===== config.mk =====
export PLATFORM = sky130hd
export DESIGN_NAME = pcs_core
export DESIGN_NICKNAME = d
export VERILOG_FILES = /design/src/hw/pcs_core.v
export VERILOG_INCLUDE_DIRS = /design/src /design/src/hw
export SDC_FILE = /design/constraint.sdc
export NUM_CORES = 1
export LEC_CHECK = 0
export BUFFER_PORTS_ARGS = -buffer_cell sky130_fd_sc_hd__buf_2
export CAP_MARGIN = 20
export CORE_ASPECT_RATIO = 0.9
export CORE_MARGIN = 3
export CORE_UTILIZATION = 36
export DETAILED_ROUTE_END_ITERATION = 7
export PLACE_DENSITY = 0.66
export SYNTH_ARGS = -nofsm -noshare
export SYNTH_HDL_FRONTEND = slang
export SYNTH_SLANG_ARGS = --single-unit

===== constraint.sdc =====
create_clock -name clock -period 4.3 [get_ports clock]
set_clock_uncertainty 0.2 [all_clocks]
set_input_delay 0.86 -clock clock [delete_from_list [all_inputs] [get_ports clock]]
set_output_delay 0.86 -clock clock [all_outputs]
set_load 0.05 [all_outputs]

===== src/hw/pcs_regs.vh =====
/*
 register offsets, field positions, reset values for the profiling counter set.
 assumes byte addressing on a plain register port with 32-bit data.
*/
`ifndef PCS_REGS_VH
`define PCS_REGS_VH

`define PCS_ADDR_W 8
`define PCS_OFF_CTRL 8'h00
`define PCS_OFF_CYC 8'h04
`define PCS_OFF_INSTR 8'h08
`define PCS_OFF_EXC 8'h0c
`define PCS_OFF_SLEEP 8'h10
`define PCS_OFF_LSU 8'h14
`define PCS_OFF_FOLD 8'h18
`define PCS_OFF_PCS 8'h1c
`define PCS_OFF_OVF 8'h20

`define PCS_CTRL_CYC_EN 0
`define PCS_CTRL_INSTR_EV 17
`define PCS_CTRL_EXC_EV 18
`define PCS_CTRL_SLEEP_EV 19
`define PCS_CTRL_LSU_EV 20
`define PCS_CTRL_FOLD_EV 21
`define PCS_CTRL_NOPRF 24
`define PCS_CTRL_NOCYC 25

`define PCS_CTRL_RST 32'h00000000
`define PCS_CNT8_RST 8'h00
`define PCS_CYC_RST 32'h00000000
`define PCS_NUM_PRF 5

`endif


===== src/hw/pcs_core.v =====
/*
 profiling counter set: 32-bit cycle counter, five 8-bit event counters,
 program counter sampler, and their register port.
 assumes core status inputs are on the same clock, one level per cycle.
*/
// Notes on behaviour
// - cycle counter adds one each clock while enabled; software reads and writes it
// - cycle counter wraps from all ones to zero and keeps counting
// - cycle counter holds while core is halted in debug state
// - without cycle counter its register reads zero and ignores writes
// - software reads and sets the cycle counter through its register
// - setting a counter's event enable from zero to one clears that counter
// - without profiling counters their registers read zero and ignore writes
// - instruction overhead counts extra multi-cycle cycles not load/store, plus fetch stalls
// - exception counter counts every exception processing cycle
// - sleep counter counts sleeping cycles
// - sleep counter counts any sleep, whatever the cause of entry
// - load/store counter counts extra load/store cycles
// - folded counter counts each zero-cycle instruction
// - without folding support folded counter reads zero, ignores writes
// - pc sample register returns an executed instruction address
// - bit 0 of each pc sample reads zero
// - absent sampler reads zero and ignores writes
// - cycle counter enable resets to zero; one lets it count
`timescale 1ns/100ps
`include "pcs_regs.vh"

module pcs_core #(
    parameter HAS_CYC = 1,
    parameter HAS_PRF = 1,
    parameter HAS_FOLD = 1,
    parameter HAS_PCS = 1
) (
    input wire clock,
    input wire srst,
    input wire [`PCS_ADDR_W-1:0] reg_addr,
    input wire [31:0] reg_wdata,
    input wire reg_wr,
    input wire reg_rd,
    output reg [31:0] reg_rdata,
    input wire core_halted,
    input wire core_instr_extra,
    input wire core_fetch_stall,
    input wire core_exception,
    input wire core_sleeping,
    input wire core_lsu_extra,
    input wire core_folded,
    input wire core_retire,
    input wire [31:0] core_retire_addr,
    output reg [`PCS_NUM_PRF-1:0] ovf_event
);

    // feature switches
    localparam [0:0] CYC_ON = (HAS_CYC != 0);
    localparam [0:0] PRF_ON = (HAS_PRF != 0);
    localparam [0:0] FOLD_ON = (HAS_FOLD != 0);
    localparam [0:0] PCS_ON = (HAS_PCS != 0);

    // constants
    localparam [7:0] CNT_ONE = 8'h01;
    localparam [31:0] CYC_ONE = 32'h00000001;
    localparam [31:0] ZERO_WORD = 32'h00000000;

    // control register state
    reg cyc_en_q;
    reg cyc_en_d;
    reg [`PCS_NUM_PRF-1:0] ev_en_q;
    reg [`PCS_NUM_PRF-1:0] ev_en_d;

    // cycle counter state
    reg [31:0] cyc_q;
    reg [31:0] cyc_d;

    // overflow state
    reg [`PCS_NUM_PRF-1:0] ovf_sticky_q;
    reg [`PCS_NUM_PRF-1:0] ovf_sticky_d;
    reg [`PCS_NUM_PRF-1:0] ovf_event_d;

    // pc sampler state
    reg [31:0] pcs_q;
    reg [31:0] pcs_d;

    // read path
    reg [31:0] rdata_d;
    reg [31:0] rdata_next;

    // per counter strobes
    wire [`PCS_NUM_PRF-1:0] cnt_inc;
    wire [`PCS_NUM_PRF-1:0] cnt_wr;
    wire [`PCS_NUM_PRF-1:0] cnt_clr;
    wire [`PCS_NUM_PRF-1:0] cnt_wrap;
    wire [`PCS_NUM_PRF-1:0] cnt_live;
    wire [`PCS_NUM_PRF-1:0] ev_wr_val;
    wire [`PCS_NUM_PRF-1:0] ovf_hit;
    wire [8*`PCS_NUM_PRF-1:0] cnt_flat;

    // address decode
    wire hit_ctrl;
    wire hit_cyc;
    wire hit_ovf;

    // decoded accesses
    wire ctrl_wr;
    wire cyc_wr;
    wire ovf_rd;

    assign hit_ctrl = (reg_addr == `PCS_OFF_CTRL);
    assign hit_cyc = (reg_addr == `PCS_OFF_CYC);
    assign hit_ovf = (reg_addr == `PCS_OFF_OVF);

    assign ctrl_wr = reg_wr && hit_ctrl;
    assign cyc_wr = reg_wr && hit_cyc;
    assign ovf_rd = reg_rd && hit_ovf;
    assign ev_wr_val = reg_wdata[`PCS_CTRL_FOLD_EV:`PCS_CTRL_INSTR_EV];

    // event sources per counter
    assign cnt_inc[0] = (core_instr_extra && !core_lsu_extra) || core_fetch_stall;
    assign cnt_inc[1] = core_exception;
    assign cnt_inc[2] = core_sleeping;
    assign cnt_inc[3] = core_lsu_extra;
    assign cnt_inc[4] = core_folded && FOLD_ON;

    // cycle enable next value
    always @* begin
        cyc_en_d = cyc_en_q;
        if (ctrl_wr) begin
            cyc_en_d = reg_wdata[`PCS_CTRL_CYC_EN] && CYC_ON;
        end
    end

    // event enables next value
    always @* begin
        ev_en_d = ev_en_q;
        if (ctrl_wr) begin
            ev_en_d = ev_wr_val & {`PCS_NUM_PRF{PRF_ON}};
        end
    end

    // cycle enable flop
    always @(posedge clock) begin
        if (srst) begin
            cyc_en_q <= 1'b0;
        end else begin
            cyc_en_q <= cyc_en_d;
        end
    end

    // event enable flops
    always @(posedge clock) begin
        if (srst) begin
            ev_en_q <= {`PCS_NUM_PRF{1'b0}};
        end else begin
            ev_en_q <= ev_en_d;
        end
    end

    // cycle counter: a software write wins over the increment
    always @* begin
        cyc_d = cyc_q;
        if (!CYC_ON) begin
            cyc_d = `PCS_CYC_RST;
        end else if (cyc_wr) begin
            cyc_d = reg_wdata;
        end else if (cyc_en_q && !core_halted) begin
            cyc_d = cyc_q + CYC_ONE;
        end
    end

    // cycle counter flops
    always @(posedge clock) begin
        if (srst) begin
            cyc_q <= `PCS_CYC_RST;
        end else begin
            cyc_q <= cyc_d;
        end
    end

    // five 8-bit profiling counters
    genvar i;
    generate
        for (i = 0; i < `PCS_NUM_PRF; i = i + 1) begin : g_cnt
            localparam integer CNT_OFF_I = `PCS_OFF_INSTR + 4 * i;
            localparam [7:0] CNT_OFF = CNT_OFF_I[7:0];

            reg [7:0] cnt_q;
            reg [7:0] cnt_d;
            wire [7:0] cnt_view;

            assign cnt_live[i] = PRF_ON && (i != 4 || FOLD_ON);
            assign cnt_wr[i] = reg_wr && (reg_addr == CNT_OFF);
            assign cnt_clr[i] = ctrl_wr && ev_wr_val[i] && !ev_en_q[i];
            assign cnt_wrap[i] = cnt_inc[i] && (cnt_q == 8'hff);
            assign ovf_hit[i] = cnt_wrap[i] && ev_en_q[i] && !cnt_clr[i] && !cnt_wr[i];
            assign cnt_view = cnt_live[i] ? cnt_q : 8'h00;
            assign cnt_flat[8*i+7:8*i] = cnt_view;

            // priority: enable-set clear, then write, then increment
            always @* begin
                cnt_d = cnt_q;
                if (!cnt_live[i]) begin
                    cnt_d = `PCS_CNT8_RST;
                end else if (cnt_clr[i]) begin
                    cnt_d = 8'h00;
                end else if (cnt_wr[i]) begin
                    cnt_d = reg_wdata[7:0];
                end else if (cnt_inc[i]) begin
                    cnt_d = cnt_q + CNT_ONE;
                end
            end

            // counter flops
            always @(posedge clock) begin
                if (srst) begin
                    cnt_q <= `PCS_CNT8_RST;
                end else begin
                    cnt_q <= cnt_d;
                end
            end
        end
    endgenerate

    // overflow pulse next value
    always @* begin
        ovf_event_d = ovf_hit;
    end

    // sticky next value; a wrap in the clearing read wins
    always @* begin
        if (ovf_rd) begin
            ovf_sticky_d = ovf_hit;
        end else begin
            ovf_sticky_d = ovf_sticky_q | ovf_hit;
        end
    end

    // overflow pulse flop
    always @(posedge clock) begin
        if (srst) begin
            ovf_event <= {`PCS_NUM_PRF{1'b0}};
        end else begin
            ovf_event <= ovf_event_d;
        end
    end

    // sticky flops
    always @(posedge clock) begin
        if (srst) begin
            ovf_sticky_q <= {`PCS_NUM_PRF{1'b0}};
        end else begin
            ovf_sticky_q <= ovf_sticky_d;
        end
    end

    // pc sampler: latest retired address, bit 0 forced low
    always @* begin
        pcs_d = pcs_q;
        if (!PCS_ON) begin
            pcs_d = ZERO_WORD;
        end else if (core_retire) begin
            pcs_d = {core_retire_addr[31:1], 1'b0};
        end
    end

    // pc sampler flops
    always @(posedge clock) begin
        if (srst) begin
            pcs_q <= ZERO_WORD;
        end else begin
            pcs_q <= pcs_d;
        end
    end

    // read multiplexer
    always @* begin
        rdata_d = ZERO_WORD;
        case (reg_addr)
            `PCS_OFF_CTRL: begin
                rdata_d[`PCS_CTRL_CYC_EN] = cyc_en_q;
                rdata_d[`PCS_CTRL_FOLD_EV:`PCS_CTRL_INSTR_EV] = ev_en_q;
                rdata_d[`PCS_CTRL_NOPRF] = !PRF_ON;
                rdata_d[`PCS_CTRL_NOCYC] = !CYC_ON;
            end

            `PCS_OFF_CYC: begin
                rdata_d = cyc_q;
            end

            `PCS_OFF_INSTR: begin
                rdata_d[7:0] = cnt_flat[7:0];
            end

            `PCS_OFF_EXC: begin
                rdata_d[7:0] = cnt_flat[15:8];
            end

            `PCS_OFF_SLEEP: begin
                rdata_d[7:0] = cnt_flat[23:16];
            end

            `PCS_OFF_LSU: begin
                rdata_d[7:0] = cnt_flat[31:24];
            end

            `PCS_OFF_FOLD: begin
                rdata_d[7:0] = cnt_flat[39:32];
            end

            `PCS_OFF_PCS: begin
                rdata_d = pcs_q;
            end

            `PCS_OFF_OVF: begin
                rdata_d[`PCS_NUM_PRF-1:0] = ovf_sticky_q;
            end

            default: begin
                rdata_d = ZERO_WORD;
            end
        endcase
    end

    // read data only in the cycle after the strobe, zero otherwise
    always @* begin
        rdata_next = ZERO_WORD;
        if (reg_rd) begin
            rdata_next = rdata_d;
        end
    end

    // read data flop
    always @(posedge clock) begin
        if (srst) begin
            reg_rdata <= ZERO_WORD;
        end else begin
            reg_rdata <= rdata_next;
        end
    end

endmodule // pcs_core


==> impl_metrics.py <==
metrics = {
    "route": {
        "dr.pass1.iters": 5,
        "met3_length_mm": 1.64,
        "top_layer": "met5",
        "via_per_inst": 5.64,
        "met1Wirelength_mm": 10.5,
        "drc": 0,
        "wl_per_cell_um": 18.7,
        "wl_mm": 22.0,
        "drtIter0Drc": 587,
        "routed-via-count": 6626,
        "wl_met2_mm": 9.65,
        "ant_nets": 0,
    },
    "worst_setup_path": {
        "arrival_ns": 2.91,
        "slowest_stage": "nor4b_2",
        "crit_buf_inv": 1,
        "cp_cell_sequence": "buf_2 -> nor4b_2 -> nand3_1 -> nor3b_1 -> a21o_1",
        "start_kind": "input pin",
        "max_stage_delay_ns": 0.64,
        "path_max_fanout": 17,
        "cp-end-kind": "flip-flop",
        "required_ns": 4.42,
        "crit_type": "input pin to flip-flop",
        "critical-path-top-delay-family": "simple AND/OR/NAND/NOR gates",
    },
    "clocking": {
        "htreeDepth": 4,
        "insertion_delay_ns": 0.43,
        "clk_path_buf_depth": 2,
        "cts_setup_buffers": 0,
        "cts.sinks": 151,
        "cts-root-buf": "clkbuf_16",
        "numCtsBuffers": 17,
        "post_cts_resized": 0,
        "hold_buffers": 0,
        "clk_pin_slew_ns": 0.06,
        "cts_tree": "done",
    },
    "power_and_ir_drop": {
        "power_density_nw_per_um2": 361,
        "peakVddDrop_mv": 0.282,
        "p_leak_nw": 3.30,
    },
    "logic_synthesis": {
        "avgSynthCellArea_um2": 8.95,
        "yosys_warnings": 0,
        "synth_seq_cells": 151,
        "async_flop_share": 0,
        "synth_seq_area_share": 0.414,
        "synth_edf_count": 0,
        "postSynthCellCount": 817,
        "syn_nets": 907,
        "synth_top_flop_cell": "dfxtp_1",
        "synth.distinct_cells": 59,
        "netlist_area_um2": 7310,
    },
    "placement": {
        "dp_hpwl_mm": 16.0,
        "place_area_um2": 8100,
        "portBuffers": 119,
        "place_congestion": 0.862,
        "dp_slack_ns": 1.15,
    },
    "die": {
        "boundaryPins": 121,
        "chipWidth_um": 156,
        "dieArea_um2": 22000,
        "core_area_um2": 19600,
        "die_h_um": 141,
        "rows": 48,
        "start_util": 0.373,
    },
    "finish": {
        "layout_commonest_cell": "dfxtp_1",
        "layout_common_cells": "151 x dfxtp_1, 143 x nor2_1, 119 x buf_2",
        "diodes": 0,
        "final_util": 0.443,
        "final_area_um2": 8670,
        "layout.nets": 1002,
        "fillers": 1960,
        "drive_gt1_frac": 0.208,
        "area_delta_synth_final_pct": 18.7,
    },
    "grt": {
        "gr-total-overflow": 0,
        "grtUsageTotal": 0.199,
        "grt_pass1_vias": 6084,
        "antenna_found_initial": 2,
        "grt_max_degree": 32,
        "grt_pass1_wl_mm": 34.3,
    },
    "timing": {
        "setup_slack_ns": 1.51,
        "slew_viol_final": 0,
        "tightest_slew_ns": 1.03,
        "hold_viol": 0,
        "fmax_mhz": 359,
        "setup_tns_ns": 0,
        "finalSetupViolCount": 0,
        "rsz0062_at_grt": "no",
        "fin_crit_sh": 0.649,
        "hold_ws_ns": 0.260,
        "post-route-min-period_ns": 2.79,
        "slew_headroom": 0.310,
    },
    "min_path": {
        "min_path_type": "flip-flop to flip-flop",
    },
    "flow_run": {
        "cap_violations": 0,
    },
    "status": {
        "outcome": "completed",
    },
}
## worst register-to-register path, delay by kind of cell, from the launching register on
kind	cells	cell delay (ns)
AOI/OAI and AO/OA	1	0.25
adders and majority gates	1	0.21
DFF	1	0.47
and+or+nand+nor	3	1.16
## path summary, 6_finish.rpt
| kind | start | end | slack, ns | cells after the start |
|---|---|---|---|---|
| worst max-delay path | reg_addr[2] | ovf_sticky_q[4]$_SDFF_PP0_ | 1.51 | 5 |
| worst min-delay path | ovf_sticky_q[2]$_SDFF_PP0_ | ovf_sticky_q[2]$_SDFF_PP0_ | 0.26 | 1 |
| worst max register to register | cyc_q[1]$_SDFFE_PP0P_ | cyc_q[14]$_SDFFE_PP0P_ | 1.92 | 5 |
| worst min register to register | ovf_sticky_q[2]$_SDFF_PP0_ | ovf_sticky_q[2]$_SDFF_PP0_ | 0.26 | 1 |
## per-stage QoR
step / power, mW / instances
2_1_floorplan: 1.60 / 817
3_3_place_gp: 1.69 / 1143
3_5_place_dp: 1.69 / 1143
4_1_cts: 3.15 / 1175
5_1_grt: 3.24 / 1175
6_report: 3.13 / 1175
## area by class of cell
type	count	area, µm²	area share
multi-input cells	605	4040	0.466
flip-flops and latches	151	3020	0.349
repair buffers	133	701	0.0808
clock buffers	18	439	0.0506
well taps	250	313	0.0361
clock inverters	14	138	0.0159
inverters	4	15.0	0.00173
## state kept, by name, indices dropped and copies added (netlist names)
name	flops
cyc_en_q	1
cyc_q	32
ev_en_q	5
g_cnt.cnt_q	40
ovf_event	5
ovf_sticky_q	5
pcs_q	31
reg_rdata	32
## kinds of logic (layout without fill, tap and decap cells)
kind of cell	Yosys count	in the layout	synth area share
AO/OA/AOI/OAI	172	172	0.175
XOR/XNOR	45	45	0.0539
adder cells (fa/ha/maj)	6	6	0.0103
buffers and inverters	61	169	0.0337
flip-flops	151	151	0.414
multiplexers	51	51	0.0810
AND/OR/NAND/NOR	331	331	0.232
## metal layers
| metal | vias to the layer above | global-route usage |
|---|---|---|
| li1 | 3226 | - |
| met1 | 3139 | 0.288 |
| met2 | 234 | 0.293 |
| met3 | 23 | 0.0525 |
| met4 | 4 | 0.0497 |
| met5 | - | 0 |
## power breakdown
group,switching (mW),leakage (nW),internal [mW]
sequential,0.0271,1.22,1.43
clock,0.644,0.272,0.824
combinational,0.122,1.80,0.0863
## cells in the mapped netlist (3+ instances only)
cell type,instances,area [µm²]
a211oi_1,54,405
a21o_1,6,45.0
a21oi_1,15,75.1
a22o_1,10,87.6
a22oi_1,30,225
a311oi_1,17,149
a31oi_1,3,18.8
and2_1,5,31.3
and3_1,13,81.3
and4_1,12,105
buf_1,7,26.3
buf_2,14,70.1
clkbuf_1,36,135
dfxtp_1,151,3020
ha_1,6,75.1
inv_1,3,11.3
mux2_2,5,56.3
mux2i_1,40,400
mux4_2,6,135
nand2_1,45,169
nand2b_1,6,37.5
nand3_1,23,115
nand4_1,22,138
nor2_1,143,537
nor2b_1,6,37.5
nor3_1,6,30.0
nor3b_1,3,22.5
nor4_1,12,75.1
nor4b_1,3,26.3
o211ai_1,3,22.5
o21ai_0,11,55.1
o21ai_2,4,35.0
o31ai_1,4,30.0
or3_1,8,50.1
or4_1,6,45.0
xnor2_1,19,166
xor2_1,26,228
Note: power is estimated with default switching activity, not from simulation.
